File: src/ccb_pkg.sv
// shared constants, types and helpers of the control-input and bus-status block
package ccb_pkg;

   // ----------------------------------------------------------------
   // status codes, highest line first
   // ----------------------------------------------------------------
   localparam logic [2:0] CCB_ST_INTA    = 3'h0;
   localparam logic [2:0] CCB_ST_IO_RD   = 3'h1;
   localparam logic [2:0] CCB_ST_IO_WR   = 3'h2;
   localparam logic [2:0] CCB_ST_HALT    = 3'h3;
   localparam logic [2:0] CCB_ST_CODE    = 3'h4;
   localparam logic [2:0] CCB_ST_MEM_RD  = 3'h5;
   localparam logic [2:0] CCB_ST_MEM_WR  = 3'h6;
   localparam logic [2:0] CCB_ST_PASSIVE = 3'h7;

   // ----------------------------------------------------------------
   // interrupt, timing and mode strap constants
   // ----------------------------------------------------------------
   localparam logic [7:0] CCB_EDGE_INT_TYPE = 8'h02;
   localparam int CCB_VEC_ADDR_W = 20;
   localparam int CCB_VEC_SHIFT = 2;
   localparam int CCB_SYNC_STAGES = 2;
   localparam int CCB_RESET_MIN_CYCLES = 4;
   localparam logic CCB_STRAP_MAX_MODE = 1'b0;

   // ----------------------------------------------------------------
   // types
   // ----------------------------------------------------------------
   typedef enum logic [2:0] {
      CCB_IDLE,
      CCB_CLOCK_STATE_1,
      CCB_CLOCK_STATE_2,
      CCB_CLOCK_STATE_3,
      CCB_WAIT_STATE,
      CCB_CLOCK_STATE_4
   } ccb_clk_state_t;

   typedef struct packed {
      logic [2:0] value;
      logic [2:0] oe;
   } ccb_status_pins_t;

   typedef struct packed {
      ccb_clk_state_t state;
      logic [2:0] code;
      logic active;
      logic max_mode;
      logic strap_taken;
      logic rst_prev;
      logic nmi_prev;
      logic nmi_pending;
      logic nmi_take;
      logic core_hold;
      logic core_restart;
      logic req_ready;
      logic cycle_start;
      logic cycle_end;
      ccb_status_pins_t pins;
   } ccb_state_t;

   // vector table entry address of an interrupt type
   function automatic logic [CCB_VEC_ADDR_W-1:0] ccb_vector_addr(input logic [7:0] itype);
      logic [CCB_VEC_ADDR_W-1:0] a;
      a = {{(CCB_VEC_ADDR_W-8){1'b0}}, itype};
      return a << CCB_VEC_SHIFT;
   endfunction : ccb_vector_addr

endpackage : ccb_pkg

File: src/ccb_sync.sv
// two-flop synchroniser for asynchronous control inputs
`timescale 1ns/1ps
module ccb_sync #(
   parameter int W = 2
) (
   input wire logic clk,
   input wire logic resetn,
   input wire logic [W-1:0] d,
   output logic [W-1:0] q
);
   import ccb_pkg::*;

   typedef struct packed {
      logic [W-1:0] s1;
      logic [W-1:0] s2;
   } ccb_sync_state_t;

   ccb_sync_state_t st_r;
   ccb_sync_state_t st_nxt;

   always_comb begin
      st_nxt.s1 = d;
      st_nxt.s2 = st_r.s1;
   end

   always_ff @(posedge clk or negedge resetn) begin
      if (!resetn) begin
         st_r <= '0;
      end else begin
         st_r <= st_nxt;
      end
   end

   assign q = st_r.s2;

endmodule : ccb_sync

File: src/ccb_core.sv
// control inputs (edge interrupt, reset, mode strap) and encoded bus status
//
// Contract
// - a rising edge on the edge interrupt input takes interrupt type 2
// - the service address is fetched from the vector table in memory
// - no software mask or enable flag blocks the edge interrupt
// - the edge interrupt is taken only when the current instruction completes
// - the edge interrupt input is synchronised before edge detection
// - asserted reset abandons the current instruction and bus cycle at once
// - execution restarts from the start-up state when reset falls
// - the reset input is synchronised before either transition acts
// - a grounded mode strap selects maximum mode, enabling status outputs
// - code driven in clock states 4, 1, 2; passive 111 in state 3 or wait
// - status leaving passive in clock state 4 marks the start of a bus cycle
// - status returning to passive in clock state 3 marks cycle end
// - status outputs float, reading as one, while the bus is granted
`timescale 1ns/1ps
module ccb_core (
   input wire logic clk,
   input wire logic resetn,
   input wire logic reset_pin,
   input wire logic nmi_pin,
   input wire logic bus_mode_strap,
   input wire logic ready,
   input wire logic bus_granted,
   input wire logic req_valid,
   input wire logic [2:0] req_code,
   input wire logic instr_done,
   output logic req_ready,
   output logic nmi_take,
   output logic [7:0] nmi_type,
   output logic [ccb_pkg::CCB_VEC_ADDR_W-1:0] nmi_vector,
   output logic core_hold_reset,
   output logic core_restart,
   output ccb_pkg::ccb_status_pins_t status_pins,
   output ccb_pkg::ccb_clk_state_t clock_state,
   output logic cycle_start,
   output logic cycle_end
);
   import ccb_pkg::*;

   // ----------------------------------------------------------------
   // synchronisers
   // ----------------------------------------------------------------
   logic [1:0] sync_q;
   logic rst_s;
   logic nmi_s;

   ccb_sync #(.W(2)) u_sync (
      .clk(clk),
      .resetn(resetn),
      .d({reset_pin, nmi_pin}),
      .q(sync_q)
   );

   assign rst_s = sync_q[1];
   assign nmi_s = sync_q[0];

   // ----------------------------------------------------------------
   // state
   // ----------------------------------------------------------------
   ccb_state_t st_r;
   ccb_state_t st_nxt;
   logic take;
   logic nmi_edge;
   logic [2:0] drive_val;

   always_comb begin
      st_nxt = st_r;
      st_nxt.rst_prev = rst_s;
      st_nxt.nmi_prev = nmi_s;
      st_nxt.nmi_take = 1'b0;
      st_nxt.core_restart = 1'b0;
      st_nxt.cycle_start = 1'b0;
      st_nxt.cycle_end = 1'b0;
      take = 1'b0;
      drive_val = CCB_ST_PASSIVE;
      // strap is static; caught once after release
      if (!st_r.strap_taken) begin
         st_nxt.strap_taken = 1'b1;
         st_nxt.max_mode = (bus_mode_strap == CCB_STRAP_MAX_MODE);
      end
      // edge interrupt: no mask term exists on this path
      nmi_edge = nmi_s && !st_r.nmi_prev;
      if (st_r.nmi_pending && instr_done) begin
         st_nxt.nmi_take = 1'b1;
         st_nxt.nmi_pending = 1'b0;
      end
      if (nmi_edge) begin
         st_nxt.nmi_pending = 1'b1;
      end
      if (rst_s) begin
         // abort everything at once
         st_nxt.state = CCB_IDLE;
         st_nxt.active = 1'b0;
         st_nxt.code = CCB_ST_PASSIVE;
         st_nxt.nmi_pending = 1'b0;
         st_nxt.nmi_take = 1'b0;
         st_nxt.core_hold = 1'b1;
      end else begin
         st_nxt.core_hold = 1'b0;
         if (st_r.rst_prev) begin
            st_nxt.core_restart = 1'b1;
         end
         take = req_valid && st_r.req_ready && !bus_granted &&
                ((st_r.state == CCB_IDLE) || ready);
         case (st_r.state)
            CCB_IDLE: begin
               if (take) begin
                  st_nxt.state = CCB_CLOCK_STATE_4;
                  st_nxt.active = 1'b1;
                  st_nxt.code = req_code;
                  st_nxt.cycle_start = 1'b1;
               end
            end
            CCB_CLOCK_STATE_4: begin
               if (st_r.active) begin
                  st_nxt.state = CCB_CLOCK_STATE_1;
               end else begin
                  st_nxt.state = CCB_IDLE;
               end
            end
            CCB_CLOCK_STATE_1: begin
               st_nxt.state = CCB_CLOCK_STATE_2;
            end
            CCB_CLOCK_STATE_2: begin
               st_nxt.state = CCB_CLOCK_STATE_3;
               st_nxt.active = 1'b0;
               st_nxt.cycle_end = 1'b1;
            end
            CCB_CLOCK_STATE_3, CCB_WAIT_STATE: begin
               if (ready) begin
                  st_nxt.state = CCB_CLOCK_STATE_4;
                  st_nxt.active = take;
                  if (take) begin
                     st_nxt.code = req_code;
                     st_nxt.cycle_start = 1'b1;
                  end
               end else begin
                  st_nxt.state = CCB_WAIT_STATE;
               end
            end
            default: begin
               st_nxt.state = CCB_IDLE;
            end
         endcase
      end
      st_nxt.req_ready = !rst_s && !bus_granted &&
                         ((st_nxt.state == CCB_IDLE) || (st_nxt.state == CCB_CLOCK_STATE_3) ||
                          (st_nxt.state == CCB_WAIT_STATE));
      // status pins: code in clock states 4, 1, 2, passive otherwise
      if (st_nxt.active) begin
         drive_val = st_nxt.code;
      end
      st_nxt.pins.value = drive_val;
      if (st_nxt.max_mode && !bus_granted && st_nxt.strap_taken) begin
         st_nxt.pins.oe = 3'h7;
      end else begin
         st_nxt.pins.oe = 3'h0;
      end
   end

   always_ff @(posedge clk or negedge resetn) begin
      if (!resetn) begin
         st_r.state <= CCB_IDLE;
         st_r.code <= CCB_ST_PASSIVE;
         st_r.active <= 1'b0;
         st_r.max_mode <= 1'b0;
         st_r.strap_taken <= 1'b0;
         st_r.rst_prev <= 1'b0;
         st_r.nmi_prev <= 1'b0;
         st_r.nmi_pending <= 1'b0;
         st_r.nmi_take <= 1'b0;
         st_r.core_hold <= 1'b1;
         st_r.core_restart <= 1'b0;
         st_r.req_ready <= 1'b0;
         st_r.cycle_start <= 1'b0;
         st_r.cycle_end <= 1'b0;
         st_r.pins.value <= CCB_ST_PASSIVE;
         st_r.pins.oe <= 3'h0;
      end else begin
         st_r <= st_nxt;
      end
   end

   // ----------------------------------------------------------------
   // outputs
   // ----------------------------------------------------------------
   logic [7:0] type_r;
   logic [CCB_VEC_ADDR_W-1:0] vec_r;

   always_ff @(posedge clk or negedge resetn) begin
      if (!resetn) begin
         type_r <= CCB_EDGE_INT_TYPE;
         vec_r <= '0;
      end else begin
         type_r <= CCB_EDGE_INT_TYPE;
         vec_r <= ccb_vector_addr(CCB_EDGE_INT_TYPE);
      end
   end

   assign req_ready = st_r.req_ready;
   assign nmi_take = st_r.nmi_take;
   assign nmi_type = type_r;
   assign nmi_vector = vec_r;
   assign core_hold_reset = st_r.core_hold;
   assign core_restart = st_r.core_restart;
   assign status_pins = st_r.pins;
   assign clock_state = st_r.state;
   assign cycle_start = st_r.cycle_start;
   assign cycle_end = st_r.cycle_end;

   // ----------------------------------------------------------------
   // assertions
   // ----------------------------------------------------------------
   a_nmi_edge_take: assert property (@(posedge clk) disable iff (!resetn || rst_s)
      (nmi_s && !st_r.nmi_prev && !nmi_take) ##1 (!rst_s && instr_done) |=> nmi_take)
      else $error("edge interrupt not taken at instruction end");
   a_nmi_vector_val: assert property (@(posedge clk) disable iff (!resetn)
      nmi_take |-> (nmi_vector == 20'h00008) && (nmi_type == 8'h02))
      else $error("wrong vector for edge interrupt");
   a_nmi_needs_done: assert property (@(posedge clk) disable iff (!resetn)
      $rose(nmi_take) |-> $past(instr_done))
      else $error("edge interrupt taken mid-instruction");
   a_nmi_sync_delay: assert property (@(posedge clk) disable iff (!resetn)
      (!st_r.nmi_pending && !rst_s && !nmi_pin) ##1 (nmi_pin && !rst_s) |=> !st_r.nmi_pending)
      else $error("edge interrupt bypassed synchroniser");
   a_reset_abort: assert property (@(posedge clk) disable iff (!resetn)
      rst_s |=> (clock_state == CCB_IDLE) && (status_pins.value == 3'h7) && core_hold_reset)
      else $error("reset did not abort activity");
   a_restart_pulse: assert property (@(posedge clk) disable iff (!resetn)
      $fell(rst_s) |=> core_restart ##1 !core_restart)
      else $error("no restart pulse on reset release");
   a_status_passive: assert property (@(posedge clk) disable iff (!resetn)
      (clock_state == CCB_CLOCK_STATE_3 || clock_state == CCB_WAIT_STATE) |->
      status_pins.value == 3'h7)
      else $error("status not passive in state 3 or wait");
   a_status_active: assert property (@(posedge clk) disable iff (!resetn)
      cycle_start |-> (clock_state == CCB_CLOCK_STATE_4) && (status_pins.value != 3'h7 ||
      st_r.code == 3'h7) ##1 (clock_state == CCB_CLOCK_STATE_1) ##1
      (clock_state == CCB_CLOCK_STATE_2))
      else $error("bus cycle start sequence broken");
   a_cycle_end: assert property (@(posedge clk) disable iff (!resetn)
      (clock_state == CCB_CLOCK_STATE_2 && !rst_s) |=>
      cycle_end && clock_state == CCB_CLOCK_STATE_3)
      else $error("bus cycle end not marked in state 3");
   a_float_grant: assert property (@(posedge clk) disable iff (!resetn)
      bus_granted |=> status_pins.oe == 3'h0)
      else $error("status driven while bus granted");
   a_mode_strap: assert property (@(posedge clk) disable iff (!resetn)
      (status_pins.oe != 3'h0) |-> st_r.max_mode)
      else $error("status driven in minimum mode");

   // ----------------------------------------------------------------
   // reset checks
   // ----------------------------------------------------------------
   a_reset_sync_delay: assert property (@(posedge clk) disable iff (!resetn)
      !reset_pin [*3] ##1 reset_pin |=> !core_hold_reset)
      else $error("reset pin acted before synchronisation");
   a_reset_quiet: assert property (@(posedge clk) disable iff (!resetn)
      rst_s |=> !req_ready && !cycle_start && !cycle_end)
      else $error("bus activity while reset held");
   a_reset_nmi_clear: assert property (@(posedge clk) disable iff (!resetn)
      rst_s |=> !st_r.nmi_pending && !nmi_take)
      else $error("edge interrupt survived reset");
   a_restart_free: assert property (@(posedge clk) disable iff (!resetn)
      core_restart |-> !core_hold_reset)
      else $error("restart while core still held");

   // ----------------------------------------------------------------
   // bus status checks
   // ----------------------------------------------------------------
   a_code_follows: assert property (@(posedge clk) disable iff (!resetn)
      cycle_start |-> status_pins.value == $past(req_code))
      else $error("status code differs from request");
   a_code_held: assert property (@(posedge clk) disable iff (!resetn)
      (clock_state == CCB_CLOCK_STATE_1 || clock_state == CCB_CLOCK_STATE_2) |->
      $stable(status_pins.value))
      else $error("status code changed inside the cycle");
   a_wait_holds: assert property (@(posedge clk) disable iff (!resetn)
      ((clock_state == CCB_CLOCK_STATE_3 || clock_state == CCB_WAIT_STATE) && !ready &&
      !rst_s) |=> clock_state == CCB_WAIT_STATE)
      else $error("wait state left without ready");
   a_start_pulse: assert property (@(posedge clk) disable iff (!resetn)
      cycle_start |=> !cycle_start)
      else $error("cycle start longer than one cycle");
   a_end_passive: assert property (@(posedge clk) disable iff (!resetn)
      cycle_end |-> clock_state == CCB_CLOCK_STATE_3 && status_pins.value == 3'h7)
      else $error("cycle end without passive status");
   a_drive_free: assert property (@(posedge clk) disable iff (!resetn)
      (st_r.max_mode && st_r.strap_taken && !bus_granted) |=> status_pins.oe == 3'h7)
      else $error("status not driven in maximum mode");

   c_nmi_taken: cover property (@(posedge clk) disable iff (!resetn) nmi_take);
   c_wait_cycle: cover property (@(posedge clk) disable iff (!resetn)
      clock_state == CCB_WAIT_STATE ##1 clock_state == CCB_CLOCK_STATE_4);
   c_back_to_back: cover property (@(posedge clk) disable iff (!resetn)
      cycle_end ##[1:20] cycle_start);
   c_restart: cover property (@(posedge clk) disable iff (!resetn) core_restart);
   c_reset_mid_cycle: cover property (@(posedge clk) disable iff (!resetn)
      rst_s && clock_state == CCB_CLOCK_STATE_2);

endmodule : ccb_core

File: config.mk
export PLATFORM = sky130hd
export DESIGN_NAME = ccb_core
export DESIGN_NICKNAME = d
export VERILOG_FILES = /design/src/ccb_pkg.sv /design/src/ccb_sync.sv /design/src/ccb_core.sv
export SDC_FILE = /design/constraint.sdc
export NUM_CORES = 1
export LEC_CHECK = 0
export BUFFER_PORTS_ARGS = -buffer_cell sky130_fd_sc_hd__buf_4
export CELL_PAD_IN_SITES_DETAIL_PLACEMENT = 1
export CELL_PAD_IN_SITES_GLOBAL_PLACEMENT = 1
export CORE_MARGIN = 2
export CORE_UTILIZATION = 35
export DETAILED_ROUTE_END_ITERATION = 7
export PLACE_DENSITY = 0.77
export SYNTH_ARGS = -nofsm -noshare
export SYNTH_HDL_FRONTEND = slang
export SYNTH_SLANG_ARGS = --single-unit
File: constraint.sdc
create_clock -name clk -period 1.7 [get_ports clk]
set_input_delay 0.255 -clock clk [delete_from_list [all_inputs] [get_ports clk]]
set_output_delay 0.255 -clock clk [all_outputs]
set_load 0.005 [all_outputs]
==> run_results.csv <==
group,metric,value,unit
synth,ys_seq_area_share,49.1,%
drt,wl_per_cell,12.5,um
worst_setup_path,reg2reg_setup_slack,0.09,ns
synth,synth.most_common_cell,"buf_4",
synth,synthFlopType,"dfrtp_1",
worst_setup_path,worstPathArrival,1.78,ns
drt,vias_per_cell,4.27,
placed_design,placed_area,1430,um2
pwr,power.leakage,0.724,nW
floorplanning,die_w,66.0,um
synth,netlist_area,1340,um2
pwr,ir_drop,0.000455,V
timing,hold_viol_final,0,
global_routing,grt.total_usage,11.8,%
layout,stdcell_count,193,
synth,synth.largest_area_cell,"dfrtp_1",
placed_design,gp_congestion,0.801,
drt,drc_errors,0,
cts,clock_latency,0.26,ns
global_routing,grt_pass1_wl,3.96,mm
floorplanning,core_region_area,3690,um2
synth,yosysTopAreaCellShare,35.4,%
min_path,hold_depth,1,
run_status,status,"complete, no violations",
placed_design,dp.cells,188,
drt,dr_total_vias,824,
min_path,worstHoldStart,"reset_pin",
cts,cts_sinks,26,
global_routing,overflow,0,
layout,antennaDiodeCount,0,
floorplanning,rows,22,
cts,cts.clk_slew.worst_paths,0.09,ns
synth,synth-edff-count,0,
worst_setup_path,r2r_start,"clock_state[1]$_DFF_PN0_",
floorplanning,die_y,66.0,um
worst_setup_path,crit_type,"reg -> reg",
cts,numCtsBuffers,3,
synth,synthCells,124,
worst_setup_path,rr_endpoint,"status_pins[5]$_DFF_PN1_",
synth,synth_seq_cells,26,
floorplanning,die-area,4350,um2
worst_setup_path,end_kind,"flip-flop",
floorplanning,io_pins,55,
placed_design,io_buffers,27,
synth,syn_area_per_cell,10.8,um2
timing,drv_slew,0,
layout,area_delta_synth_final,12.8,%
drt,drt_wl_total,2.41,mm
synth,synth_warnings,0,
cts,cts_tree,"built",
placed_design,place_hpwl,1.79,mm
placed_design,dp_slack,0.141,ns
worst_setup_path,rr_worst_depth,4,
min_path,hp-class,"in -> reg",
cts,cts_root_buf,"clkbuf_8",
global_routing,antenna_found_initial,0,
timing,fmax,623,MHz
synth,synthTopCellsByArea,"dfrtp_1, buf_4, dfstp_2",
drt,drtIter0Drc,72,
layout,finalInstanceArea,1520,um2
layout,nNetsFinal,158,
synth,ys_types,34,
worst_setup_path,cp_max_fo,4,
global_routing,grt_max_degree,27,
layout,fin_util,41.1,%
synth,async_flop_share,100,%
worst_setup_path,cp.required,1.88,ns
global_routing,grt_pass1_vias,793,
layout,drive_above_1_share,31.7,%
pwr,powerDensity,902,nW/um2
run,cap_viol_max_count,0,
cts,cts_htree_levels,1,
drt,drt_pass1_iterations,4,
drt,ant_nets,0,
floorplanning,start_util,36.4,%
timing,fin_setup_tns,0,ns
worst_setup_path,start_kind,"flip-flop",
timing,finalSetupViolations,0,
min_path,hold_end,"u_sync.st_nxt[1]$_DFF_PN0_",
timing,fin_crit_sh,94.5,%
timing,finalClockSkew,0.00333,ns
cts,clk_path_buf_depth,2,
timing,period_needed,1.61,ns
timing,rsz0062_at_grt,"no",
timing,setup_ws,0.0940,ns
synth,synth_common_cells,"buf_4, dfrtp_1, dfstp_2",
-- timing repair --
action,CTS,global route
buffers inserted,0,0
gates resized for setup,0,1
hold buffers,1,0
endpoints found under the setup margin,0,1
endpoints found under the hold margin,19,0
-- cell usage in the layout, fill, tap and decap left out --
master and count:
dfrtp_1 19, and3b_1 1, o21ai_0 4, conb_1 28, or3_1 1, dfstp_2 7, nor2_1 3, nand2_1 2
o22ai_1 3, nand4b_1 1, inv_1 3, nand3b_1 2, nor4_1 1, nor2b_1 4, and2_1 1, and2b_1 1
nand3_1 3, buf_4 31, dlygate4sd3_1 1, mux2_1 1, bufinv_16 1, or3b_4 1, and3_1 1, xnor2_1 1
a31oi_4 1, o21ba_2 1, a2111oi_0 1, nand2b_1 6, mux2i_2 1, a221oi_1 1, nor3_1 2, clkbuf_8 3
a21oi_1 3, mux2i_1 4, o21bai_1 1
-- per-layer routing --
metal	global-route usage, %	vias to the layer above	share of wire (%)
met5	0	-	0
met4	2.30	0	0.50
met3	2.56	2	5.8
met2	20.8	29	52
met1	14.9	409	42
li1	-	384	-
-- registers in the layout, indices dropped and copies added (netlist names), 2 cells and up --
signal and flops:
u_sync.st_nxt 2, u_sync.q 2, status_pins 4, clock_state 3, st_r 8
-- critical path, stage by stage, from the launching register on --
cell     delay, ns
dfrtp_1       0.42
or3b_4        0.42
a31oi_4       0.27
mux2i_2       0.30
nand3_1       0.11
-- area by class of cell --
type,count,area (um2)
timing repair buffer,32,243
sequential,26,659
clock buffer,3,41.3
fill,447,2170
clock inverter,1,30.0
tap,48,60.1
inverter,3,11.3
multi-input combinational,80,472
-- power breakdown --
part           switching (mW)  internal (mW)
registers              0.0216          0.650
clock network           0.185          0.315
logic                   0.104         0.0936
-- per-stage QoR --
| stage | hold slack, ns | total power [mW] |
|---|---|---|
| after CTS | 0.0816 | 1.39 |
| after floorplan | -0.0406 | 0.847 |
| after detailed placement | 0.182 | 0.877 |
| after global placement | 0.174 | 0.869 |
| after global routing | 0.0717 | 1.44 |
| final | 0.0902 | 1.37 |
-- logic make-up (layout without fill, tap and decap cells) --
kind of cell | count (synthesis) | in the layout | share of synthesized area (%)
other | 2 | 28 | 0.559
DFF | 26 | 26 | 49.1
buffers and inverters | 44 | 39 | 23.4
xor gates and xnor gates | 1 | 1 | 0.652
and+or+nand+nor | 30 | 30 | 13.6
AOI/OAI and AO/OA | 15 | 15 | 8.19
muxes | 6 | 6 | 4.56
-- worst max-delay path by stage --
stage | start | to | slack, ns | cells past startpoint
floorplan | clock_state[1]$_DFF_PN0_ | status_pins[3]$_DFF_PN1_ | 0.17 | 5
global placement | clock_state[0]$_DFF_PN0_ | req_ready$_DFF_PN0_ | 0.24 | 4
detailed placement | clock_state[1]$_DFF_PN0_ | status_pins[5]$_DFF_PN1_ | 0.14 | 4
CTS | clock_state[1]$_DFF_PN0_ | st_r[20]$_DFF_PN1_ | 0.08 | 4
global route | clock_state[1]$_DFF_PN0_ | status_pins[5]$_DFF_PN1_ | 0.02 | 4
finish | clock_state[1]$_DFF_PN0_ | status_pins[5]$_DFF_PN1_ | 0.09 | 4
No activity file was read; power rests on OpenSTA's default activity.
